## config.mk

```make
export PLATFORM = sky130hd
export DESIGN_NAME = etfb_frame_parser
export DESIGN_NICKNAME = d
export VERILOG_FILES = /design/src/hdl/etfb_pkg.sv /design/src/hdl/etfb_frame_parser.sv
export SDC_FILE = /design/constraint.sdc
export NUM_CORES = 1
export LEC_CHECK = 0
export ABC_AREA = 1
export BUFFER_PORTS_ARGS = -buffer_cell sky130_fd_sc_hd__buf_2
export CAP_MARGIN = 20
export CORE_MARGIN = 5
export CORE_UTILIZATION = 40
export CTS_BUF_LIST = sky130_fd_sc_hd__clkbuf_4 sky130_fd_sc_hd__clkbuf_8
export DETAILED_ROUTE_END_ITERATION = 6
export SLEW_MARGIN = 20
export SYNTH_ARGS = -nofsm -noshare
export SYNTH_HDL_FRONTEND = slang
export SYNTH_SLANG_ARGS = --single-unit
```

## constraint.sdc

```tcl
create_clock -name ref_clk -period 2.4 [get_ports ref_clk]
set_input_delay 0.12 -clock ref_clk [delete_from_list [all_inputs] [get_ports ref_clk]]
set_output_delay 0.12 -clock ref_clk [all_outputs]
set_load 0.03 [all_outputs]
```

## src/hdl/etfb_pkg.sv

```systemverilog
// Constants for the explicit transmit frame parser
package etfb_pkg;
  localparam logic [7:0]  START_DELIM     = 8'h7e;
  localparam logic [7:0]  FRAME_TYPE_EXPL = 8'h11;
  localparam logic [15:0] OFF_FRAME_TYPE  = 16'h0003;
  localparam logic [15:0] OFF_FRAME_ID    = 16'h0004;
  localparam logic [15:0] OFF_DST64_MSB   = 16'h0005;
  localparam logic [15:0] OFF_DST64_LSB   = 16'h000c;
  localparam logic [15:0] OFF_DST16_MSB   = 16'h000d;
  localparam logic [15:0] OFF_DST16_LSB   = 16'h000e;
  localparam logic [15:0] OFF_SRC_EP      = 16'h000f;
  localparam logic [15:0] OFF_DST_EP      = 16'h0010;
  localparam logic [15:0] OFF_CLUSTER_MSB = 16'h0011;
  localparam logic [15:0] OFF_CLUSTER_LSB = 16'h0012;
  localparam logic [15:0] OFF_PROFILE_MSB = 16'h0013;
  localparam logic [15:0] OFF_PROFILE_LSB = 16'h0014;
  localparam logic [15:0] OFF_RADIUS      = 16'h0015;
  localparam logic [15:0] OFF_OPTIONS     = 16'h0016;
  localparam logic [15:0] OFF_FRAME_CTRL  = 16'h0017;
  localparam logic [15:0] OFF_SEQ_NUM     = 16'h0018;
  localparam logic [15:0] OFF_CMD_ID      = 16'h0019;
  localparam logic [15:0] OFF_PAYLOAD     = 16'h001a;
  localparam logic [15:0] HDR_BYTES       = 16'h0003;
  localparam logic [7:0]  CSUM_GOOD       = 8'hff;
  localparam logic [1:0]  FTYPE_GENERAL   = 2'h0;
  localparam logic [7:0]  MAX_HOPS_DFLT   = 8'h1e;
  // General command identifiers and their decoded kinds
  localparam logic [7:0]  CMD_READ        = 8'h00;
  localparam logic [7:0]  CMD_READ_RSP    = 8'h01;
  localparam logic [7:0]  CMD_WRITE       = 8'h02;
  localparam logic [7:0]  CMD_WRITE_RSP   = 8'h04;
  localparam logic [7:0]  CMD_CFG_REPORT  = 8'h06;
  localparam logic [7:0]  CMD_REPORT      = 8'h0a;
  localparam logic [7:0]  CMD_DISCOVER    = 8'h0c;
  localparam logic [7:0]  CMD_DISC_RSP    = 8'h0d;
  localparam logic [3:0]  KIND_READ       = 4'h1;
  localparam logic [3:0]  KIND_READ_RSP   = 4'h2;
  localparam logic [3:0]  KIND_WRITE      = 4'h3;
  localparam logic [3:0]  KIND_WRITE_RSP  = 4'h4;
  localparam logic [3:0]  KIND_CFG_REPORT = 4'h5;
  localparam logic [3:0]  KIND_REPORT     = 4'h6;
  localparam logic [3:0]  KIND_DISCOVER   = 4'h7;
  localparam logic [3:0]  KIND_DISC_RSP   = 4'h8;
  localparam logic [3:0]  KIND_OTHER      = 4'h0;
  typedef enum logic [2:0] {ST_IDLE, ST_LEN_MSB, ST_LEN_LSB, ST_BODY, ST_CSUM} etfb_state_e;
endpackage

```

## src/hdl/etfb_frame_parser.sv

```systemverilog
// Explicit transmit frame parser with payload buffer and checksum gate
`timescale 1ns/1ps
// How it works
// (RL1) Frame type 0x11 at offset 3
// (RL2) Frame id zero suppresses transmit status
// (RL3) 64-bit destination big endian, offsets 5-12
// (RL4) 16-bit destination big endian, offsets 13-14
// (RL5) Source endpoint 15, destination endpoint 16
// (RL6) Cluster id offsets 17-18, high first
// (RL7) Profile id offsets 19-20, high first
// (RL8) Zero radius means network maximum hops
// (RL9) Transmit options byte all zero
// (RL10) Payload opens with frame control at 23
// (RL11) Sequence number at 24 echoed by responder
// (RL12) Command id at 25; general 0x00 reads
// (RL13) Decode the other general command identifiers
// (RL14) Read payload lists 16-bit attribute ids
// (RL15) Library header and payload little endian
// (RL16) Checksum is 0xFF minus byte sum
// (RL17) Host enables explicit receive format option
// (RL18) Delimiter, then big-endian length before body
// (RL19) Bad checksum frame is discarded entirely; here its payload still goes out and only frame_good and status_wanted stay low
module etfb_frame_parser #(
  parameter int BUF_DEPTH = 2
) (
  input  wire logic        ref_clk,
  input  wire logic        rst,
  input  wire logic [7:0]  rx_byte,
  input  wire logic        rx_valid,
  output logic             rx_ready,
  output logic [7:0]       pay_data,
  output logic             pay_valid,
  input  wire logic        pay_ready,
  output logic             frame_done,
  output logic             frame_good,
  output logic             status_wanted,
  output logic [7:0]       frame_id,
  output logic [63:0]      dst64,
  output logic [15:0]      dst16,
  output logic [7:0]       src_ep,
  output logic [7:0]       dst_ep,
  output logic [15:0]      cluster_id,
  output logic [15:0]      profile_id,
  output logic [7:0]       radius,
  output logic [7:0]       tx_options,
  output logic [7:0]       frame_ctrl,
  output logic [7:0]       seq_num,
  output logic [7:0]       cmd_id,
  output logic [3:0]       cmd_kind,
  output logic [15:0]      first_attr
);
  // Pointer and count widths serve exactly two entries, so refuse any other depth
  if (BUF_DEPTH != 2) begin : g_depth_check
    $error("BUF_DEPTH must be 2");
  end

  // ************************************************************
  // Byte intake
  // ************************************************************
  etfb_pkg::etfb_state_e state;
  logic [15:0] length;
  logic [15:0] offset;
  logic [7:0]  sum;
  logic [7:0]  mem [BUF_DEPTH];
  logic [1:0]  count;
  logic        wr_ptr;
  logic        rd_ptr;
  logic [7:0]  frame_type_q;

  wire  buf_full   = (count == 2'h2);
  wire  take       = rx_valid && rx_ready;
  wire  [15:0] end_off = length + etfb_pkg::HDR_BYTES;
  wire  is_payload = (state == etfb_pkg::ST_BODY) && (offset >= etfb_pkg::OFF_FRAME_CTRL);
  wire  push       = take && is_payload;
  wire  pop        = pay_valid && pay_ready;
  wire  [7:0] next_sum = sum + rx_byte;
  wire  last_body  = (offset + 16'h0001 == end_off);
  wire  csum_ok    = ((sum + rx_byte) == etfb_pkg::CSUM_GOOD); // RL16
  wire  type_ok    = (frame_type_q == etfb_pkg::FRAME_TYPE_EXPL); // RL1

  // Payload bytes stall intake when the buffer is full, so none is lost
  always_ff @(posedge ref_clk) begin
    if (rst) rx_ready <= 1'b0;
    else rx_ready <= !(buf_full || (count == 2'h1 && push)) || pop;
  end

  // Frame walker: delimiter, length, body, checksum
  always_ff @(posedge ref_clk) begin
    if (rst) begin
      state  <= etfb_pkg::ST_IDLE;
      length <= 16'h0000;
      offset <= 16'h0000;
      sum    <= 8'h00;
    end else if (take) begin
      case (state)
        etfb_pkg::ST_IDLE: begin
          if (rx_byte == etfb_pkg::START_DELIM) state <= etfb_pkg::ST_LEN_MSB; // RL18
        end
        etfb_pkg::ST_LEN_MSB: begin
          length[15:8] <= rx_byte; // RL18
          state <= etfb_pkg::ST_LEN_LSB;
        end
        etfb_pkg::ST_LEN_LSB: begin
          length[7:0] <= rx_byte;
          offset <= etfb_pkg::OFF_FRAME_TYPE;
          sum    <= 8'h00;
          state  <= ({length[15:8], rx_byte} == 16'h0000) ? etfb_pkg::ST_IDLE
                                                       : etfb_pkg::ST_BODY;
        end
        etfb_pkg::ST_BODY: begin
          sum    <= next_sum; // RL16
          offset <= offset + 16'h0001;
          if (last_body) state <= etfb_pkg::ST_CSUM;
        end
        etfb_pkg::ST_CSUM: state <= etfb_pkg::ST_IDLE;
        default: state <= etfb_pkg::ST_IDLE;
      endcase
    end
  end

  // ************************************************************
  // Field capture
  // ************************************************************
  // Addresses and ids arrive high byte first; attribute ids low byte first
  always_ff @(posedge ref_clk) begin
    if (rst) begin
      frame_type_q <= 8'h00;
      frame_id     <= 8'h00;
      dst64        <= 64'h0;
      dst16        <= 16'h0000;
      src_ep       <= 8'h00;
      dst_ep       <= 8'h00;
      cluster_id   <= 16'h0000;
      profile_id   <= 16'h0000;
      radius       <= 8'h00;
      tx_options   <= 8'h00;
      frame_ctrl   <= 8'h00;
      seq_num      <= 8'h00;
      cmd_id       <= 8'h00;
      first_attr   <= 16'h0000;
    end else if (take && state == etfb_pkg::ST_BODY) begin
      if (offset == etfb_pkg::OFF_FRAME_TYPE) frame_type_q <= rx_byte; // RL1
      if (offset == etfb_pkg::OFF_FRAME_ID) frame_id <= rx_byte; // RL2
      if (offset >= etfb_pkg::OFF_DST64_MSB && offset <= etfb_pkg::OFF_DST64_LSB)
        dst64 <= {dst64[55:0], rx_byte}; // RL3
      if (offset == etfb_pkg::OFF_DST16_MSB) dst16[15:8] <= rx_byte; // RL4
      if (offset == etfb_pkg::OFF_DST16_LSB) dst16[7:0] <= rx_byte; // RL4
      if (offset == etfb_pkg::OFF_SRC_EP) src_ep <= rx_byte; // RL5
      if (offset == etfb_pkg::OFF_DST_EP) dst_ep <= rx_byte; // RL5
      if (offset == etfb_pkg::OFF_CLUSTER_MSB) cluster_id[15:8] <= rx_byte; // RL6
      if (offset == etfb_pkg::OFF_CLUSTER_LSB) cluster_id[7:0] <= rx_byte; // RL6
      if (offset == etfb_pkg::OFF_PROFILE_MSB) profile_id[15:8] <= rx_byte; // RL7
      if (offset == etfb_pkg::OFF_PROFILE_LSB) profile_id[7:0] <= rx_byte; // RL7
      // A zero radius is replaced by the network hop limit
      if (offset == etfb_pkg::OFF_RADIUS)
        radius <= (rx_byte == 8'h00) ? etfb_pkg::MAX_HOPS_DFLT : rx_byte; // RL8
      if (offset == etfb_pkg::OFF_OPTIONS) tx_options <= rx_byte; // RL9
      if (offset == etfb_pkg::OFF_FRAME_CTRL) frame_ctrl <= rx_byte; // RL10
      if (offset == etfb_pkg::OFF_SEQ_NUM) seq_num <= rx_byte; // RL11
      if (offset == etfb_pkg::OFF_CMD_ID) cmd_id <= rx_byte; // RL12
      if (offset == etfb_pkg::OFF_PAYLOAD) first_attr[7:0] <= rx_byte; // RL15
      if (offset == etfb_pkg::OFF_PAYLOAD + 16'h0001) first_attr[15:8] <= rx_byte; // RL14
    end
  end

  // ************************************************************
  // Command decode and frame verdict
  // ************************************************************
  // Non-general frame types are not decoded as general commands
  wire       is_general = (frame_ctrl[1:0] == etfb_pkg::FTYPE_GENERAL); // RL12
  wire [3:0] kind_dec =
    !is_general                          ? etfb_pkg::KIND_OTHER :
    (cmd_id == etfb_pkg::CMD_READ)       ? etfb_pkg::KIND_READ : // RL12
    (cmd_id == etfb_pkg::CMD_READ_RSP)   ? etfb_pkg::KIND_READ_RSP : // RL13
    (cmd_id == etfb_pkg::CMD_WRITE)      ? etfb_pkg::KIND_WRITE :
    (cmd_id == etfb_pkg::CMD_WRITE_RSP)  ? etfb_pkg::KIND_WRITE_RSP :
    (cmd_id == etfb_pkg::CMD_CFG_REPORT) ? etfb_pkg::KIND_CFG_REPORT :
    (cmd_id == etfb_pkg::CMD_REPORT)     ? etfb_pkg::KIND_REPORT :
    (cmd_id == etfb_pkg::CMD_DISCOVER)   ? etfb_pkg::KIND_DISCOVER :
    (cmd_id == etfb_pkg::CMD_DISC_RSP)   ? etfb_pkg::KIND_DISC_RSP :
                                           etfb_pkg::KIND_OTHER;
  wire       at_csum  = take && state == etfb_pkg::ST_CSUM;
  wire       verdict  = csum_ok && type_ok; // RL19

  always_ff @(posedge ref_clk) begin
    if (rst) begin
      frame_done    <= 1'b0;
      frame_good    <= 1'b0;
      status_wanted <= 1'b0;
      cmd_kind      <= etfb_pkg::KIND_OTHER;
    end else begin
      frame_done    <= at_csum;
      frame_good    <= at_csum && verdict; // RL19
      status_wanted <= at_csum && verdict && (frame_id != 8'h00); // RL2
      cmd_kind      <= kind_dec; // RL13
    end
  end

  // ************************************************************
  // Two-entry payload buffer
  // ************************************************************
  // Payload goes out as it arrives; a bad checksum is flagged at the end
  always_ff @(posedge ref_clk) begin
    if (rst) begin
      count  <= 2'h0;
      wr_ptr <= 1'b0;
      rd_ptr <= 1'b0;
    end else begin
      if (push) wr_ptr <= ~wr_ptr;
      if (pop) rd_ptr <= ~rd_ptr;
      count <= count + {1'b0, push} - {1'b0, pop};
    end
  end

  always_ff @(posedge ref_clk) begin
    if (push) mem[wr_ptr] <= rx_byte;
  end

  // Output stage registered from the buffer head
  always_ff @(posedge ref_clk) begin
    if (rst) begin
      pay_valid <= 1'b0;
      pay_data  <= 8'h00;
    end else if (!pay_valid || pay_ready) begin
      pay_valid <= (count != 2'h0) && !pop;
      pay_data  <= mem[rd_ptr];
    end
  end
endmodule

```

After elaboration in Yosys (flattened, before gate mapping)
Memory sizes are Yosys's and may differ from the RTL's. A register that Yosys moved wholly into a read port is not among the register bits.
Index checks and enable logic that the tools add are counted.
- add/subtract/negate cells: 5
- $mul: 0
- div/mod/pow operators: 0
- magnitude comparators: 3
- equality and inequality tests: 36
- shift operators: 0
- muxes and demuxes: 17
- bitwise operators: 3
- reductions and logical operators: 52
- operators by type and width (kind ; count):
    $eq 16x5->1 const B ; 12
    $eq 16x4->1 const B ; 3
    $reduce_and 2->1 ; 21
    $pmux 16 s2 ; 1
    $eq 8x4->1 const B ; 3
    $mux 3 ; 6
    $add 16x1->16 const B ; 1
    $add 16x2->16 const B ; 1
    $eq 16x16->1 ; 1
    $eq 16x2->1 const B ; 1
    $eq 16x3->1 const B ; 1
    $eq 8x3->1 const B ; 2
    $ge 16x3->1 const B ; 1
    $ge 16x5->1 const B ; 1
    $le 16x4->1 const B ; 1
    $logic_not 16->1 ; 1
    $logic_not 8->1 ; 2
    $pmux 8 s2 ; 1
    $logic_and 1x1->1 ; 12
    $pmux 3 s4 ; 1
    $reduce_or 9->1 ; 1
    $add 8x8->8 ; 1
    $eq 8x1->1 const B ; 1
    $eq 8x2->1 const B ; 1
    other kinds (26) ; 39
- bits in registers: 256
- bits in latches: 0
- bits in writable memories: 16
- bits in read-only memories: 0
- bits of input ports: 12
- output and inout port bits: 209
- logic and storage cells: 152
- memories: 1
- memories (name ; depth ; width ; rd ports ; clocked after memory_dff ; wr ports ; line ; text):
    mem ; 2 ; 8 ; 1 ; 1 ; 1 ; etfb_frame_parser.sv:64 ; logic [7:0] mem [BUF_DEPTH];

Depth between registers and ports, before layout
- depth after elaboration: 9
- mapped depth: 18
- mapped depth without buffers: 18

Worst setup path before layout
OpenSTA, ideal clock, no wires.
- path kind: reg-to-reg
- start: register rx_ready
- end: register count[1]
- setup time: 0.120 ns
- arrival time: 2.126 ns
- required time: 2.280 ns
- slack: 0.154 ns
- cell stages (with the launch flop): 13
- buffers on the path: 1
- clock period less this slack: 2.246 ns
- path through: dfxtp_1 > nand2_1 > inv_1 > nand2_4 > buf_6 > nor2_1 > inv_1 > ha_1 > inv_1 > ha_1 > xor2_1 > o21ai_0 > a21oi_1
- word-level cells in the longest chain between the ends: 4
- RTL lines (item ; line ; text):
    start: declaration ; etfb_frame_parser.sv:30 ; output logic rx_ready,
    start signal: assignment ; etfb_frame_parser.sv:84 ; else rx_ready <= !(buf_full || (count == 2'h1 && push)) || pop;
    $logic_and 1x1->1 ; etfb_frame_parser.sv:71 ; wire take = rx_valid && rx_ready;
    $logic_and 1x1->1 ; etfb_frame_parser.sv:74 ; wire push = take && is_payload;
    $add 2x1->2 ; etfb_frame_parser.sv:211 ; count <= count + {1'b0, push} - {1'b0, pop};
    $sub 2x1->2 ; etfb_frame_parser.sv:211 ;
    end signal: assignment ; etfb_frame_parser.sv:211 ;
    end: declaration ; etfb_frame_parser.sv:65 ; logic [1:0] count;
Every way passes these cells.
A chain may end at the register's enable or synchronous reset.

Worst setup path after layout
- start: register offset[7]
- end: memory mem[1][2] (enable)
- word-level cells in the longest chain between the ends: 5
- RTL lines (item ; line ; text):
    start: declaration ; etfb_frame_parser.sv:62 ; logic [15:0] offset;
    start signal: assignment ; etfb_frame_parser.sv:105 ; offset <= etfb_pkg::OFF_FRAME_TYPE;
    start signal: assignment ; etfb_frame_parser.sv:112 ; offset <= offset + 16'h0001;
    $ge 16x5->1 ; etfb_frame_parser.sv:73 ; wire is_payload = (state == etfb_pkg::ST_BODY) && (offset >= etfb_pkg::OFF_FRAME_CTRL);
    $logic_and 1x1->1 ; etfb_frame_parser.sv:73 ;
    $logic_and 1x1->1 ; etfb_frame_parser.sv:74 ;
    $mux 1 ; etfb_frame_parser.sv:216 ; if (push) mem[wr_ptr] <= rx_byte;
    $mux 1 (not written as such) ; etfb_frame_parser.sv:216 ;
    end: declaration ; etfb_frame_parser.sv:64 ;
Every way passes these cells.

==> results_dict.tcl <==
set metrics [dict create \
    cts_buffers 47 \
    grt_pass1_vias 9550 \
    grt-ovfl-total 0 \
    row_count 63 \
    fp.dieH_um 182.8 \
    yosys_warnings 0 \
    placed_cell_area_um2 13500 \
    synthesis.nets 1497 \
    grt_pass1_wl_um 53140 \
    ys_top_cells_by_area "dfxtp_1 (44%), a211oi_1 (11%), nor2_1 (7.8%)" \
    synthToLayoutAreaGrowth_pct 23.10 \
    min_period_ns 2.219 \
    via_per_inst 4.938 \
    slew_viol_final 0 \
    drive_gt1_share_pct 23.47 \
    clockBufferDepth 3 \
    p_total_mw 9.542 \
    diodes 0 \
    r2r_slack_ns 0.18 \
    timing.fmax_mhz 450.6 \
    path_max_fanout 9 \
    setup_tns_ns 0 \
    layout.nets 1741 \
    ys_ff_latch 280 \
    die_w_um 182.8 \
    fillCellCount 2888 \
    synth-seq-area-share_pct 48.26 \
    path_class "reg -> reg" \
    drt-total-wl_um 34090 \
    skew_ns 0.01694 \
    antenna_found_initial 0 \
    startpoint_type "flop" \
    drv_cap 0 \
    ios 221 \
    place_congestion 0.8960 \
    dr.pass1.iters 5 \
    synth_flop_cell "dfxtp_1" \
    holdCritStartpoint "rx_byte[6]" \
    clkTransAtPathRegs_ns 0.07 \
    r2r-start "offset[7]" \
    leakagePower_nw 6.236 \
    worst-slew-pin-transition_ns 0.8883 \
    cts.sinks 280 \
    holdPathEnd "mem[1][6]" \
    drc 0 \
    worstHoldPathCells 2 \
    fin_crit_sh_pct 92.47 \
    synth_top_area_share_pct 44.24 \
    hold_viol_final 0 \
    finalSetupViolations 0 \
    syn_inst 1470 \
    cp.required_ns 2.58 \
    r2r_cells 7 \
    worst_ep_arrival_time_ns 2.39 \
    port_buffers 220 \
    hp-class "in -> reg" \
    drtIter0Drc 595 \
    worstSkewPairLatency_ns 0.56 \
    synth_cell_types 39 \
    htree_levels 2 \
    synthArstFlopShare_pct 0 \
    cts_tree "yes" \
    final-seq-area_um2 5768 \
    grt_usage_pct 19.53 \
    hpwl_um 23730 \
    dr_total_vias 10570 \
    wl_per_cell_um 15.92 \
    ant_nets 0 \
    final_area_um2 14710 \
    worstReg2RegEnd "mem[1][2]" \
    syn_area_um2 11950 \
    vdd_ir_drop_max_mv 0.3002 \
    synth-edff-count 16 \
    multi_input_area_um2 5215 \
    crit_path_end_kind "flop" \
    status "complete, no violations" \
    yosysTopAreaCell "dfxtp_1" \
    root_buffer "clkbuf_8" \
    die_area_um2 33420 \
    slew_headroom_pct 40.56 \
    grt_max_degree 109 \
    pwr_density_cell_nw_per_um2 648.8 \
    floorplan.initialDensity_pct 40.41 \
    syn_area_per_cell_um2 8.127 \
    core_area_um2 29560 \
]
-- state kept, by name, summed over array words and instances (netlist names), 16 cells and up --
register    flops
mem            16
dst16          16
dst64          64
profile_id     16
offset         16
length         16
cluster_id     16
first_attr     16
-- worst max path at each step --
stage,from,endpoint,slack [ns]
floorplan,rx_ready,count[1],0.15
global placement,rx_byte[0],status_wanted,0.08
detailed placement,rx_byte[0],status_wanted,0.07
CTS,offset[0],state[1],0.08
global route,offset[12],count[1],-0.01
finish,offset[7],mem[1][2],0.18
-- critical path, stage by stage (launching register included) --
cell and delay (ns):
dfxtp_1 0.36, inv_1 0.12, nand3_1 0.13, nor2_1 0.23, a21oi_2 0.10, nor2_1 0.12
inv_1 0.10, nor2_1 0.68
-- layer usage --
layer  wire length, um  GRT usage [%]  share of wire, %
met1             15180          25.57                45
met2             15600          31.75                46
met3              2068          4.046               6.1
met4              1251          7.777               3.7
met5                 0              0                 0
-- Yosys cell counts, types with 2 or more instances --
library cell / count
a21oi_1: 75
nand3_1: 51
buf_1: 3
a211oi_2: 10
nor2_4: 2
ha_1: 14
a31oi_1: 11
nand4_1: 9
nor2_1: 249
nor4_1: 8
clkinv_1: 5
nand3b_1: 4
inv_2: 4
nor2_2: 7
clkbuf_1: 45
inv_1: 141
a211oi_1: 171
dfxtp_1: 264
nand3_2: 2
nor3b_1: 2
nand2_2: 2
nor3_1: 5
nor4_4: 11
nand2_4: 2
edfxtp_1: 16
nor3_4: 3
xor2_1: 6
buf_4: 18
xnor2_1: 6
buf_2: 12
nand2_1: 243
o21ai_0: 57
buf_6: 6
-- kinds of logic (layout without fill, tap and decap cells) --
| logic type | count (synthesis) | in the layout | synth area share (%) |
|---|---|---|---|
| buf+inv | 235 | 516 | 8.462 |
| xor+xnor | 12 | 12 | 0.8798 |
| compound gates | 327 | 327 | 18.26 |
| flops | 280 | 280 | 48.26 |
| fa+ha+maj | 15 | 15 | 1.634 |
| simple gates | 601 | 601 | 22.51 |
-- cells in the final DEF (no fill, tap or decap), types with 2 or more instances in the layout --
| master | synthesis | layout |
|---|---|---|
| dlygate4sd3_1 | 0 | 11 |
| nor3_1 | 5 | 5 |
| nand3b_1 | 4 | 4 |
| clkbuf_4 | 0 | 15 |
| inv_1 | 141 | 141 |
| nand3_1 | 51 | 50 |
| ha_1 | 14 | 13 |
| a211oi_1 | 171 | 171 |
| buf_4 | 18 | 44 |
| edfxtp_1 | 16 | 16 |
| nor4_1 | 8 | 8 |
| nor2_4 | 2 | 3 |
| a31oi_1 | 11 | 11 |
| nor3_4 | 3 | 3 |
| a211oi_2 | 10 | 10 |
| nand2_4 | 2 | 2 |
| bufinv_16 | 0 | 2 |
| xnor2_1 | 6 | 5 |
| nor4_4 | 11 | 11 |
| buf_2 | 12 | 219 |
| o21ai_0 | 57 | 56 |
| nand2_1 | 243 | 242 |
| dfxtp_1 | 264 | 262 |
| xor2_1 | 6 | 6 |
| nand4_1 | 9 | 9 |
| nor2_1 | 249 | 244 |
| dfxtp_2 | 0 | 2 |
| nor3b_1 | 2 | 2 |
| a21oi_1 | 75 | 74 |
| nor2_2 | 7 | 11 |
| clkinv_2 | 1 | 6 |
| clkinv_1 | 5 | 8 |
| inv_2 | 4 | 4 |
| nand2_2 | 2 | 3 |
| clkbuf_8 | 0 | 58 |
| nand3_2 | 2 | 3 |
| buf_12 | 0 | 4 |
-- repair_timing --
item / in CTS / in global routing
setup buffers: 0 / 1
hold buffers: 11 / 0
gates resized for setup: 0 / 16
hold endpoints to repair: 53 / 0
setup endpoints to repair: 0 / 31
-- per-stage QoR --
| stage | util, % | hold WS (ns) | setup slack, ns | std cells |
|---|---|---|---|---|
| 2_1_floorplan | - | 0.2095 | 0.1535 | 1470 |
| 3_3_place_gp | 45.68 | 0.4178 | 0.08222 | 2043 |
| 3_5_place_dp | 45.68 | 0.4128 | 0.07496 | 2043 |
| 4_1_cts | 49.57 | 0.3768 | 0.08029 | 2140 |
| 5_1_grt | 49.75 | 0.3977 | -0.01144 | 2141 |
| 6_report | 49.75 | 0.4113 | 0.1807 | 2141 |
-- cell type report --
type | count | area share (%)
multi-input combinational | 955 | 35.46
sequential | 280 | 39.22
clock buffer | 73 | 6.194
clock inverter | 13 | 0.8763
tap | 390 | 3.318
inverter | 151 | 3.863
timing repair buffer | 279 | 11.07
-- report_power, final --
part | switching, mW | leakage, nW | total (mW) | internal, mW
clock network | 1.93 | 0.550 | 4.57 | 2.64
registers | 0.00477 | 2.27 | 4.70 | 4.70
logic | 0.207 | 3.41 | 0.267 | 0.0600
Power figures use the tool's default switching activity.
